## config.mk

```make
export PLATFORM = sky130hd
export DESIGN_NAME = sbc_mode_control
export DESIGN_NICKNAME = d
export VERILOG_FILES = /design/src/pkg/sbc_mode_pkg.sv /design/src/core/sbc_mode_control.sv
export SDC_FILE = /design/constraint.sdc
export NUM_CORES = 1
export LEC_CHECK = 0
export ABC_AREA = 1
export BUFFER_PORTS_ARGS = -buffer_cell sky130_fd_sc_hd__buf_2
export CAP_MARGIN = 20
export CORE_MARGIN = 4
export CORE_UTILIZATION = 29
export DETAILED_ROUTE_END_ITERATION = 16
export HOLD_SLACK_MARGIN = 0.05
export PLACE_DENSITY = 0.46
export RECOVER_POWER = 25
export SLEW_MARGIN = 5
export SYNTH_ARGS = -nofsm -noshare
export SYNTH_HDL_FRONTEND = slang
export SYNTH_SLANG_ARGS = --single-unit
```

## constraint.sdc

```tcl
create_clock -name sys_clk -period 2.1 [get_ports sys_clk]
set_input_delay 0.21 -clock sys_clk [delete_from_list [all_inputs] [get_ports sys_clk]]
set_output_delay 0.21 -clock sys_clk [all_outputs]
set_load 0.02 [all_outputs]
```

## src/pkg/sbc_mode_pkg.sv

```systemverilog
// Purpose: Shared constants and types for the mode control register block.
// Assumes: System clock of 10 MHz; register fields as laid out below.
// Notes:   Current thresholds are in milliamperes.
package sbc_mode_pkg;

  // ----------------------------------------------------------------------
  // Frame and register layout
  // ----------------------------------------------------------------------
  localparam int          FRAME_BITS    = 16;
  localparam logic [2:0]  REG_ADDR      = 3'h1;
  localparam int          ADDR_MSB      = 15;
  localparam int          ADDR_LSB      = 13;
  localparam int          LOCK_POS      = 12;
  localparam int          MODE_MSB      = 11;
  localparam int          MODE_LSB      = 10;
  localparam int          WARN_POS      = 9;
  localparam int          DRIVE_POS     = 8;
  localparam int          ENABLE_POS    = 7;
  localparam int          SLOPE_POS     = 6;
  localparam int          WAKE_BIAS_OUT_POS     = 5;
  localparam int          SHARE_POS     = 4;
  localparam logic [3:0]  RESERVED_VAL  = 4'h0;

  // ----------------------------------------------------------------------
  // Operating modes
  // ----------------------------------------------------------------------
  localparam logic [1:0]  MODE_STANDBY  = 2'h0;
  localparam logic [1:0]  MODE_SLEEP    = 2'h1;
  localparam logic [1:0]  MODE_NORM_OFF = 2'h2;
  localparam logic [1:0]  MODE_NORM_ON  = 2'h3;

  // ----------------------------------------------------------------------
  // Reset values
  // ----------------------------------------------------------------------
  localparam logic        LOCK_RST      = 1'b0;
  localparam logic        WARN_RST      = 1'b1;
  localparam logic        DRIVE_RST     = 1'b0;
  localparam logic        ENABLE_RST    = 1'b0;
  localparam logic        SLOPE_RST     = 1'b0;
  localparam logic        WAKE_BIAS_OUT_RST     = 1'b0;
  localparam logic        SHARE_RST     = 1'b0;

  // ----------------------------------------------------------------------
  // Timing and thresholds
  // ----------------------------------------------------------------------
  localparam int          CLK_HZ        = 10000000;
  localparam int          SAMPLE_SHORT_MS = 16;
  localparam int          SAMPLE_LONG_MS  = 64;
  localparam int          SAMPLE_SHORT_CYC = SAMPLE_SHORT_MS * (CLK_HZ / 1000);
  localparam int          SAMPLE_LONG_CYC  = SAMPLE_LONG_MS * (CLK_HZ / 1000);
  localparam logic [9:0]  PNP_ACT_HI_MA   = 10'd85;
  localparam logic [9:0]  PNP_DEACT_HI_MA = 10'd50;
  localparam logic [9:0]  PNP_ACT_LO_MA   = 10'd50;
  localparam logic [9:0]  PNP_DEACT_LO_MA = 10'd15;

  // ----------------------------------------------------------------------
  // Types
  // ----------------------------------------------------------------------
  typedef struct packed {
    logic       access_lock;
    logic [1:0] power_mode_select;
    logic       limp_warning_arm;
    logic       limp_drive_ctrl;
    logic       enable_pin_ctrl;
    logic       lin_slope_select;
    logic       wake_bias_ctrl;
    logic       current_share_ctrl;
  } mode_ctrl_t;

  typedef enum logic [1:0] {
    LINK_IDLE = 2'b01,
    LINK_XFER = 2'b10
  } link_state_t;

endpackage

```

## src/core/sbc_mode_control.sv

```systemverilog
// Purpose: Mode control register reached over the serial peripheral link.
// Assumes: Link pins are asynchronous and sampled by sys_clk; clock idles low.
// Notes:   power_on_rst_n loads power-on values, rst_n is any chip reset.

// Notes on behaviour
// A frame with the access lock bit set changes only the stored lock bit and leaves the other fields unchanged.
// Bits 11:10 select standby, sleep, normal without or with the transceiver supply.
// Bit 9 set means the next chip reset will drive the limp home output.
// Every chip reset forces the limp warning arm bit to one.
// Bit 8 leaves the limp home output floating at zero and drives it low at one.
// On reset the limp drive bit becomes one only if the arm bit was one before it.
// The enable output is high only when bit 7 is one and the chip is in normal mode.
// Bit 6 selects the normal slope at zero and the low slope at one.
// With bit 5 clear the wake bias floats unsampled, else samples every 16 ms.
// With bit 5 set the wake bias stays on unsampled, else samples every 64 ms.
// With bit 4 clear the PNP path turns on at 85 mA and off at 50 mA.
// With bit 4 set the PNP path turns on at 50 mA and off at 15 mA.
// A frame holds the address in bits 15:13, the lock bit, then twelve data bits.
// Input bits are taken on the falling link clock edge and output moves on the rising.
// Each transfer returns the current register contents while the new word shifts in.
// The serial data output is driven only while the select input is low.
// Reserved bits read as zero and the address field as 001, writes to them ignored.
module sbc_mode_control #(
  parameter int SAMPLE_SHORT_CYCLES = sbc_mode_pkg::SAMPLE_SHORT_CYC,
  parameter int SAMPLE_LONG_CYCLES  = sbc_mode_pkg::SAMPLE_LONG_CYC
) (
  input  wire logic                     sys_clk,
  input  wire logic                     rst_n,
  input  wire logic                     power_on_rst_n,
  input  wire logic                     serial_select_n,
  input  wire logic                     serial_clk,
  input  wire logic                     serial_data_in,
  output logic                          serial_data_out,
  output logic                          serial_data_oe,
  input  wire logic                     wake_sample_enable,
  input  wire logic [9:0]               load_current_ma,
  output sbc_mode_pkg::mode_ctrl_t      mode_ctrl,
  output logic                          limp_home_out,
  output logic                          limp_home_oe,
  output logic                          enable_pin_out,
  output logic                          transceiver_supply_on,
  output logic                          lin_slope_low,
  output logic                          wake_bias_out,
  output logic                          wake_bias_oe,
  output logic                          wake_sample_strobe,
  output logic                          pnp_active
);

  // ----------------------------------------------------------------------
  // Pin synchronisers
  // ----------------------------------------------------------------------
  logic [2:0] sync1_q;
  logic [2:0] sync2_q;
  logic       sck_prev_q;
  logic       sel_prev_q;

  always_ff @(posedge sys_clk) begin
    if (!rst_n) begin
      sync1_q    <= 3'h1;
      sync2_q    <= 3'h1;
      sck_prev_q <= 1'b0;
      sel_prev_q <= 1'b1;
    end else begin
      sync1_q    <= {serial_data_in, serial_clk, serial_select_n};
      sync2_q    <= sync1_q;
      sck_prev_q <= sync2_q[1];
      sel_prev_q <= sync2_q[0];
    end
  end

  logic sel_n_s;
  logic sck_s;
  logic sdi_s;
  logic sck_rise;
  logic sck_fall;
  logic sel_start;
  logic sel_end;

  assign sel_n_s   = sync2_q[0];
  assign sck_s     = sync2_q[1];
  assign sdi_s     = sync2_q[2];
  assign sck_rise  = sck_s && !sck_prev_q;
  assign sck_fall  = !sck_s && sck_prev_q;
  assign sel_start = !sel_n_s && sel_prev_q;
  assign sel_end   = sel_n_s && !sel_prev_q;

  // ----------------------------------------------------------------------
  // Register readback image
  // ----------------------------------------------------------------------
  sbc_mode_pkg::mode_ctrl_t regs_q;

  function automatic logic [15:0] read_word(input sbc_mode_pkg::mode_ctrl_t r);
    logic [15:0] w;
    w = '0;
    // fixed address and reserved bits
    w[sbc_mode_pkg::ADDR_MSB:sbc_mode_pkg::ADDR_LSB] = sbc_mode_pkg::REG_ADDR;
    w[3:0] = sbc_mode_pkg::RESERVED_VAL;
    w[sbc_mode_pkg::LOCK_POS] = r.access_lock;
    w[sbc_mode_pkg::MODE_MSB:sbc_mode_pkg::MODE_LSB] = r.power_mode_select;
    w[sbc_mode_pkg::WARN_POS]   = r.limp_warning_arm;
    w[sbc_mode_pkg::DRIVE_POS]  = r.limp_drive_ctrl;
    w[sbc_mode_pkg::ENABLE_POS] = r.enable_pin_ctrl;
    w[sbc_mode_pkg::SLOPE_POS]  = r.lin_slope_select;
    w[sbc_mode_pkg::WAKE_BIAS_OUT_POS]  = r.wake_bias_ctrl;
    w[sbc_mode_pkg::SHARE_POS]  = r.current_share_ctrl;
    return w;
  endfunction

  // ----------------------------------------------------------------------
  // Serial link state
  // ----------------------------------------------------------------------
  sbc_mode_pkg::link_state_t state_q;
  logic [15:0] shift_in_q;
  logic [15:0] shift_out_q;
  logic [4:0]  bit_cnt_q;

  always_ff @(posedge sys_clk) begin
    if (!rst_n) begin
      state_q <= sbc_mode_pkg::LINK_IDLE;
    end else begin
      case (state_q)
        sbc_mode_pkg::LINK_IDLE: begin
          if (sel_start) begin
            state_q <= sbc_mode_pkg::LINK_XFER;
          end
        end
        sbc_mode_pkg::LINK_XFER: begin
          if (sel_n_s) begin
            state_q <= sbc_mode_pkg::LINK_IDLE;
          end
        end
        default: begin
          state_q <= sbc_mode_pkg::LINK_IDLE;
        end
      endcase
    end
  end

  always_ff @(posedge sys_clk) begin
    if (!rst_n) begin
      shift_in_q <= 16'h0000;
      bit_cnt_q  <= 5'h00;
    end else if (sel_start) begin
      shift_in_q <= 16'h0000;
      bit_cnt_q  <= 5'h00;
    end else if (state_q == sbc_mode_pkg::LINK_XFER && sck_fall) begin
      // sample on falling edge
      shift_in_q <= {shift_in_q[14:0], sdi_s};
      if (bit_cnt_q != 5'h1f) begin
        bit_cnt_q <= bit_cnt_q + 5'h01;
      end
    end
  end

  always_ff @(posedge sys_clk) begin
    if (!rst_n) begin
      shift_out_q <= 16'h0000;
    end else if (sel_start) begin
      // load current contents
      shift_out_q <= read_word(regs_q);
    end else if (state_q == sbc_mode_pkg::LINK_XFER && sck_rise && bit_cnt_q != 5'h00) begin
      // shift on rising edge
      shift_out_q <= {shift_out_q[14:0], 1'b0};
    end
  end

  // drive only while selected
  assign serial_data_oe  = !sel_n_s && state_q == sbc_mode_pkg::LINK_XFER;
  assign serial_data_out = shift_out_q[15];

  // ----------------------------------------------------------------------
  // Frame decode
  // ----------------------------------------------------------------------
  logic frame_done;
  logic frame_ours;
  logic frame_write;

  // address then lock then data
  assign frame_done  = sel_end && state_q == sbc_mode_pkg::LINK_XFER
                       && bit_cnt_q == 5'(sbc_mode_pkg::FRAME_BITS);
  assign frame_ours  = shift_in_q[sbc_mode_pkg::ADDR_MSB:sbc_mode_pkg::ADDR_LSB]
                       == sbc_mode_pkg::REG_ADDR;
  // locked frames store only the lock bit
  assign frame_write = frame_done && frame_ours && !shift_in_q[sbc_mode_pkg::LOCK_POS];

  // ----------------------------------------------------------------------
  // Register storage
  // ----------------------------------------------------------------------
  logic in_rst_q;

  always_ff @(posedge sys_clk) begin
    in_rst_q <= !rst_n;
  end

  always_ff @(posedge sys_clk) begin
    if (!power_on_rst_n) begin
      regs_q.access_lock        <= sbc_mode_pkg::LOCK_RST;
      regs_q.power_mode_select  <= sbc_mode_pkg::MODE_STANDBY;
      regs_q.limp_warning_arm   <= sbc_mode_pkg::WARN_RST;
      regs_q.limp_drive_ctrl    <= sbc_mode_pkg::DRIVE_RST;
      regs_q.enable_pin_ctrl    <= sbc_mode_pkg::ENABLE_RST;
      regs_q.lin_slope_select   <= sbc_mode_pkg::SLOPE_RST;
      regs_q.wake_bias_ctrl     <= sbc_mode_pkg::WAKE_BIAS_OUT_RST;
      regs_q.current_share_ctrl <= sbc_mode_pkg::SHARE_RST;
    end else if (!rst_n) begin
      regs_q.access_lock        <= sbc_mode_pkg::LOCK_RST;
      regs_q.power_mode_select  <= sbc_mode_pkg::MODE_STANDBY;
      // arm forced on reset
      regs_q.limp_warning_arm   <= 1'b1;
      // drive follows arm at reset entry
      if (!in_rst_q) begin
        regs_q.limp_drive_ctrl  <= regs_q.limp_warning_arm;
      end
      regs_q.enable_pin_ctrl    <= sbc_mode_pkg::ENABLE_RST;
      regs_q.lin_slope_select   <= sbc_mode_pkg::SLOPE_RST;
      regs_q.wake_bias_ctrl     <= sbc_mode_pkg::WAKE_BIAS_OUT_RST;
      regs_q.current_share_ctrl <= sbc_mode_pkg::SHARE_RST;
    end else if (frame_done && frame_ours) begin
      // lock bit reflects last access
      regs_q.access_lock <= shift_in_q[sbc_mode_pkg::LOCK_POS];
      if (frame_write) begin
        // mode selection
        regs_q.power_mode_select <=
          shift_in_q[sbc_mode_pkg::MODE_MSB:sbc_mode_pkg::MODE_LSB];
        // arm for next reset
        regs_q.limp_warning_arm   <= shift_in_q[sbc_mode_pkg::WARN_POS];
        regs_q.limp_drive_ctrl    <= shift_in_q[sbc_mode_pkg::DRIVE_POS];
        regs_q.enable_pin_ctrl    <= shift_in_q[sbc_mode_pkg::ENABLE_POS];
        regs_q.lin_slope_select   <= shift_in_q[sbc_mode_pkg::SLOPE_POS];
        regs_q.wake_bias_ctrl     <= shift_in_q[sbc_mode_pkg::WAKE_BIAS_OUT_POS];
        regs_q.current_share_ctrl <= shift_in_q[sbc_mode_pkg::SHARE_POS];
      end
    end
  end

  assign mode_ctrl = regs_q;

  // ----------------------------------------------------------------------
  // Mode-dependent pins
  // ----------------------------------------------------------------------
  logic normal_mode;

  assign normal_mode = regs_q.power_mode_select[1];
  assign transceiver_supply_on = regs_q.power_mode_select == sbc_mode_pkg::MODE_NORM_ON;

  always_ff @(posedge sys_clk) begin
    if (!rst_n) begin
      enable_pin_out <= 1'b0;
      lin_slope_low  <= 1'b0;
    end else begin
      // enable only in normal mode
      enable_pin_out <= regs_q.enable_pin_ctrl && normal_mode;
      // slope choice
      lin_slope_low  <= regs_q.lin_slope_select;
    end
  end

  // limp output pulled low
  always_ff @(posedge sys_clk) begin
    if (!power_on_rst_n) begin
      limp_home_oe <= sbc_mode_pkg::DRIVE_RST;
    end else begin
      limp_home_oe <= regs_q.limp_drive_ctrl;
    end
  end

  assign limp_home_out = 1'b0;

  // ----------------------------------------------------------------------
  // Wake bias and sampling
  // ----------------------------------------------------------------------
  logic [19:0] wake_cnt_q;
  logic [19:0] wake_period;

  assign wake_period = regs_q.wake_bias_ctrl ? 20'(SAMPLE_LONG_CYCLES - 1)
                                             : 20'(SAMPLE_SHORT_CYCLES - 1);

  always_ff @(posedge sys_clk) begin
    if (!rst_n) begin
      wake_cnt_q         <= 20'h00000;
      wake_sample_strobe <= 1'b0;
    end else if (!wake_sample_enable) begin
      wake_cnt_q         <= 20'h00000;
      wake_sample_strobe <= 1'b0;
    end else if (wake_cnt_q >= wake_period) begin
      // periodic sampling
      wake_cnt_q         <= 20'h00000;
      wake_sample_strobe <= 1'b1;
    end else begin
      wake_cnt_q         <= wake_cnt_q + 20'h00001;
      wake_sample_strobe <= 1'b0;
    end
  end

  always_ff @(posedge sys_clk) begin
    if (!rst_n) begin
      wake_bias_oe <= 1'b0;
    end else if (!wake_sample_enable) begin
      // static bias choice
      wake_bias_oe <= regs_q.wake_bias_ctrl;
    end else begin
      wake_bias_oe <= wake_cnt_q >= wake_period;
    end
  end

  assign wake_bias_out = 1'b1;

  // ----------------------------------------------------------------------
  // External PNP current sharing
  // ----------------------------------------------------------------------
  logic [9:0] act_th;
  logic [9:0] deact_th;

  // threshold pair select
  assign act_th   = regs_q.current_share_ctrl ? sbc_mode_pkg::PNP_ACT_LO_MA
                                              : sbc_mode_pkg::PNP_ACT_HI_MA;
  assign deact_th = regs_q.current_share_ctrl ? sbc_mode_pkg::PNP_DEACT_LO_MA
                                              : sbc_mode_pkg::PNP_DEACT_HI_MA;

  always_ff @(posedge sys_clk) begin
    if (!rst_n) begin
      pnp_active <= 1'b0;
    end else if (!pnp_active && load_current_ma >= act_th) begin
      // rising activation
      pnp_active <= 1'b1;
    end else if (pnp_active && load_current_ma <= deact_th) begin
      pnp_active <= 1'b0;
    end
  end

endmodule

```

== Word-level counts from Yosys, hierarchy flattened ==
Cells that the tools add are included.

* $add $sub $neg: 2
* Magnitude comparators: 3
* Equality and inequality tests: 11
* Muxes and demuxes: 16
* Bitwise operators: 2
* Reduce and logical (&&, ||, !) cells: 33

{| class="wikitable"
|+ Operators by type and width
! operator !! number
|-
| $mux W14 || 2
|-
| $add A20 B1 Y20 const B || 1
|-
| $ge A20 B20 Y1 || 1
|-
| $mux W20 || 1
|-
| $logic_and A1 B1 Y1 || 15
|-
| $mux W5 || 3
|-
| $ge A10 B7 Y1 || 1
|-
| $le A10 B6 Y1 || 1
|-
| $reduce_and A2 Y1 || 5
|-
| $logic_not A1 Y1 || 7
|-
| $mux W7 || 1
|-
| $mux W6 || 1
|-
| $ne A2 B2 Y1 const B || 3
|-
| $add A5 B1 Y5 const B || 1
|-
| $eq A5 B5 Y1 const B || 1
|-
| $mux W1 || 5
|-
| $ne A5 B5 Y1 const B || 1
|-
| $reduce_bool A5 Y1 || 1
|-
| $eq A2 B2 Y1 const B || 2
|-
| $mux W2 || 2
|-
| $ne A2 B1 Y1 const B || 2
|-
| $pmux W2 S2 || 1
|-
| $reduce_bool A2 Y1 || 2
|-
| $eq A3 B1 Y1 const B || 1
|-
| 5 further kinds || 6
|}

* Flip-flop bits (word level): 79
* Input port bits: 17
* Output and inout port bits: 20
* Word-level logic and storage cells: 92

== Logic depth before layout (Yosys ltp) ==
* Depth in word-level cells: 9
* Mapped depth: 12

== Least setup slack after synthesis ==
No wires, ideal clock.

* Kind: register to register
* Start point: reg regs_q, in the netlist mode_ctrl[1]
* End point: reg wake_cnt_q[15]
* Setup time: 0.117 ns
* Data arrival time: 1.727 ns
* Data required time: 1.983 ns
* Setup slack: 0.256 ns
* Stages on the path, launching flop included: 11
* Path buffers: 1
* Period minus slack after synthesis: 1.844 ns
* Cells stage by stage: dfxtp_1 > inv_1 > ha_1 > inv_1 > nor2_1 > nand3_1 > nor2_1 > nand3_1 > nand4_2 > buf_6 > nor2_2

* Longest elaborated chain between the ends: 3

{| class="wikitable"
|+ RTL lines
! element !! RTL line !! text
|-
| start: declaration || sbc_mode_control.sv:90 || <nowiki>sbc_mode_pkg::mode_ctrl_t regs_q;</nowiki>
|-
| $mux W20 || sbc_mode_control.sv:275 || <nowiki>assign wake_period = regs_q.wake_bias_ctrl ? 20'(SAMPLE_LONG_CYCLES - 1)</nowiki>
|-
| $ge A20 B20 Y1 || sbc_mode_control.sv:285 || <nowiki>end else if (wake_cnt_q >= wake_period) begin</nowiki>
|-
| $reduce_or A3 Y1 (no line) || -- ||
|-
| end signal: assignment || sbc_mode_control.sv:290 || <nowiki>wake_cnt_q <= wake_cnt_q + 20'h00001;</nowiki>
|-
| end: declaration || sbc_mode_control.sv:272 || <nowiki>logic [19:0] wake_cnt_q;</nowiki>
|}

No other way between the ends.
A chain may end at the register's enable or synchronous reset.

== Worst setup path in the final report ==
* Start point: reg regs_q, in the netlist mode_ctrl[0]
* End point: reg pnp_active

* Longest elaborated chain between the ends: 4
* Elaborated cells on any way between the ends: 8
* Those cells by class: order compare: 2; mux: 3; reduce/logical: 3

{| class="wikitable"
|+ RTL lines
! element !! RTL line !! text
|-
| $mux W7 or $mux W6 (tied branches) || sbc_mode_control.sv:315, sbc_mode_control.sv:317 ||
|-
| $ge A10 B7 Y1 or $le A10 B6 Y1 (tied branches) || sbc_mode_control.sv:323, sbc_mode_control.sv:326 ||
|-
| $logic_and A1 B1 Y1 (on tied branches) || sbc_mode_control.sv:323, sbc_mode_control.sv:326 ||
|-
| $mux W1 or $reduce_bool A2 Y1 (tied branches) || -- ||
|-
| end signal: assignment || sbc_mode_control.sv:322 || <nowiki>pnp_active <= 1'b0;</nowiki>
|-
| end signal: assignment || sbc_mode_control.sv:325 || <nowiki>pnp_active <= 1'b1;</nowiki>
|-
| end signal: assignment || sbc_mode_control.sv:327 || <nowiki>pnp_active <= 1'b0;</nowiki>
|-
| end: declaration || sbc_mode_control.sv:46 || <nowiki>output logic pnp_active</nowiki>
|}

Parallel ways exist; a longest one is shown, timed or not.

==> run metrics <==
status finished clean; fraction of layout instances using a drive strength above 1 between 10% and 20%; remaining antenna violation count 0; Die ar. ~15000 sq um; DR WL/cell 11.5 microns; io pins 37; final setup skew approximately 0.0081 ns; count of cell types in the netlist 35; Final nets just under 600; Worst-path clk slew ~0.060 ns; standard-cell rows 41; Setup WS post-layout 0.277 ns; CTS tree yes; diodes inserted 0; setup TNS 0 ns; Worst Path Required between 2 and 2.5 ns; WL final 8400 microns; number of global-route vias before repair around 3000; critical-path cell list inv_1 > ha_1 > inv_1 > nand3_1 > nor2_1 > nand2_1 > nand2_1 > nand2_1 > nand2_1 > nand2_1 > a21oi_1; period utilisation layout just under 90%; worst-path fanout max 8; commonest non-fill, non-tap cell in the layout nand2_1; max capacitance violation total 0; H-Tree Level Count 3; Post-CTS Setup Inserts 0; Gate Count Post-Synth around 510; Starting Density 29.9%; initial antenna violation count 0; First-pass DRT Iterations 4; Detailed Place HPWL 6220 microns; most used cell, CP nand2_1; Clock Path Buffers 2; Place WS around 0.28 ns; Max Clk Rate roughly 550 MHz; Yosys Warn Count 0; Num CTS Buffers 9; die width roughly 120 microns; post-synth net total 551; pin count of the biggest net entering global routing 26; RSZ-0062 raised after global routing no; final hold viol count 0; leakage power approximately 2 nW; Final Setup Violations 0; cts repair resizes 0; Max-slew headroom roughly 45%; Tot Pwr 3.11 mW; hold slack 0.0629 ns; cts hold-fix bufs 2; Vias 3164; minimum clock period between 1.5 and 2 ns; sequential-to-total area share from yosys stat about two fifths; synthesis-stage register bit count ~80; critical path type reg2reg; GRT overflow 0; post-synthesis cell area around 3800 sq um; Max IR drop VDD between 0.0003 and 0.0004 V; chip height around 120 microns; Core Area around 13000 sq um; largest stage delay on the critical path about 0.5 ns; first-pass GRT wire length between 10000 and 15000 microns; slowest CP cell dfxtp_1; Arr. time, crit path between 2 and 2.5 ns; DR DRC count 0; commonest cells after routing, fill and taps aside 109 x nand2_1, 79 x dfxtp_1, 69 x nor2_1; Syn-to-layout area delta 16.6%; detail-routed via count per cell roughly 4.3; Starting DRT DRC Count 134; GRT Total Usage 12.1%; PortBufs 34; CTS Root Cell clkbuf_16; Worst Max-Slew Pin Slew slightly above 0.8 ns; Pwr Density 701 nW/um^2; FILL cells around 1400; number of clock sinks 79; Final Max Slew Viols 0; min-delay worst type in2reg; RD Place Congestion 0.790; Worst Setup Start Kind register; Skew-Pair Late Insertion Delay between 0.3 and 0.4 ns; Mapped Avg Cell Area approximately 7.4 sq um; Worst setup EP type register
final timing paths:
path	start	endpoint	slack, ns	depth (start not counted)
setup reg to reg	mode_ctrl[0]	pnp_active	0.28	11
setup / recovery	mode_ctrl[0]	pnp_active	0.28	11
hold reg to reg	sync1_q[0]	sync2_q[0]	0.41	1
hold / removal	serial_data_in	sync1_q[2]	0.06	3
routing by layer:
| layer | vias to the layer above | wire length, microns | GRT usage [%] |
|---|---|---|---|
| li1 | 1678 | - | - |
| met1 | 1415 | 4240 | 16.5 |
| met2 | 58 | 3610 | 17.9 |
| met3 | 13 | 371 | 3.13 |
| met4 | 0 | 187 | 5.67 |
| met5 | - | 0 | 0 |
sequential cells by signal (all words and copies together) (netlist names):
register and count:
wake_cnt_q 20, shift_in_q 16, shift_out_q 12, mode_ctrl 9
bit_cnt_q 5, sync1_q 3, sync2_q 3, state_q 2
enable_pin_out 1, in_rst_q 1, limp_home_oe 1, lin_slope_low 1
pnp_active 1, sck_prev_q 1, sel_prev_q 1, wake_bias_oe 1
wake_sample_strobe 1
critical path: cells and delay by family, from the launching register on:
| kind | cells | cell delay, ns |
|---|---|---|
| compound gates | 1 | 0.13 |
| fa+ha+maj | 1 | 0.34 |
| buf+inv | 2 | 0.32 |
| flops | 1 | 0.50 |
| simple gates | 7 | 0.47 |
kinds of logic after synthesis:
family | after synthesis | synth area share, %
and+or+nand+nor | 245 | 29.2
buffers and inverters | 85 | 9.45
DFF | 79 | 41.6
AOI/OAI and AO/OA | 64 | 8.82
adders and majority gates | 22 | 7.24
xor gates and xnor gates | 15 | 3.46
other | 2 | 0.198
report_power, final:
| part | internal (mW) | switching (mW) |
|---|---|---|
| registers | 1.51 | 0.00808 |
| logic | 0.0494 | 0.0899 |
| clock network | 0.837 | 0.611 |
synthesized netlist by cell type:
master    number  area share, %
nand2_1      109             11
dfxtp_1       79             42
nor2_1        69            6.8
inv_1         64            6.3
a21oi_1       28            3.7
o21ai_0       26            3.4
ha_1          22            7.2
nand3_1       22            2.9
nor2_2        13            2.1
xnor2_1        8            1.8
xor2_1         7            1.6
inv_2          6           0.59
buf_2          5           0.66
nand4_1        5           0.82
nor3_1         5           0.66
nand2_2        4           0.66
nor2_4         4            1.2
o21ai_1        4           0.53
or2_2          4           0.66
buf_4          3           0.59
buf_6          3           0.89
clkbuf_1       3           0.30
a21o_1         2           0.39
conb_1         2           0.20
nand3b_1       2           0.39
nand4_2        2           0.66
nor4_1         2           0.33
o21bai_1       2           0.39
a211oi_1       1           0.20
and3_1         1           0.16
buf_1          1          0.099
nand3_2        1           0.26
nand3b_2       1           0.30
nand3b_4       1           0.53
o211ai_1       1           0.20
through the flow:
step,area (sq um),std cells,util [%]
after floorplan,3800,512,-
after global placement,4160,712,32.7
after detailed placement,4160,712,32.7
after CTS,4450,730,35.0
after global routing,4430,730,34.8
final,4430,730,34.8
layout make-up:
class                      count  area (sq um)  share of cell area, %
multi-input combinational    348          1860                   42.0
timing repair buffer          45           236                   5.33
tap                          172           215                   4.85
sequential                    79          1580                   35.7
clock inverter                 4          30.0                  0.677
inverter                      70           263                   5.93
clock buffer                  12           246                   5.56
Power figures use the tool's default switching activity.
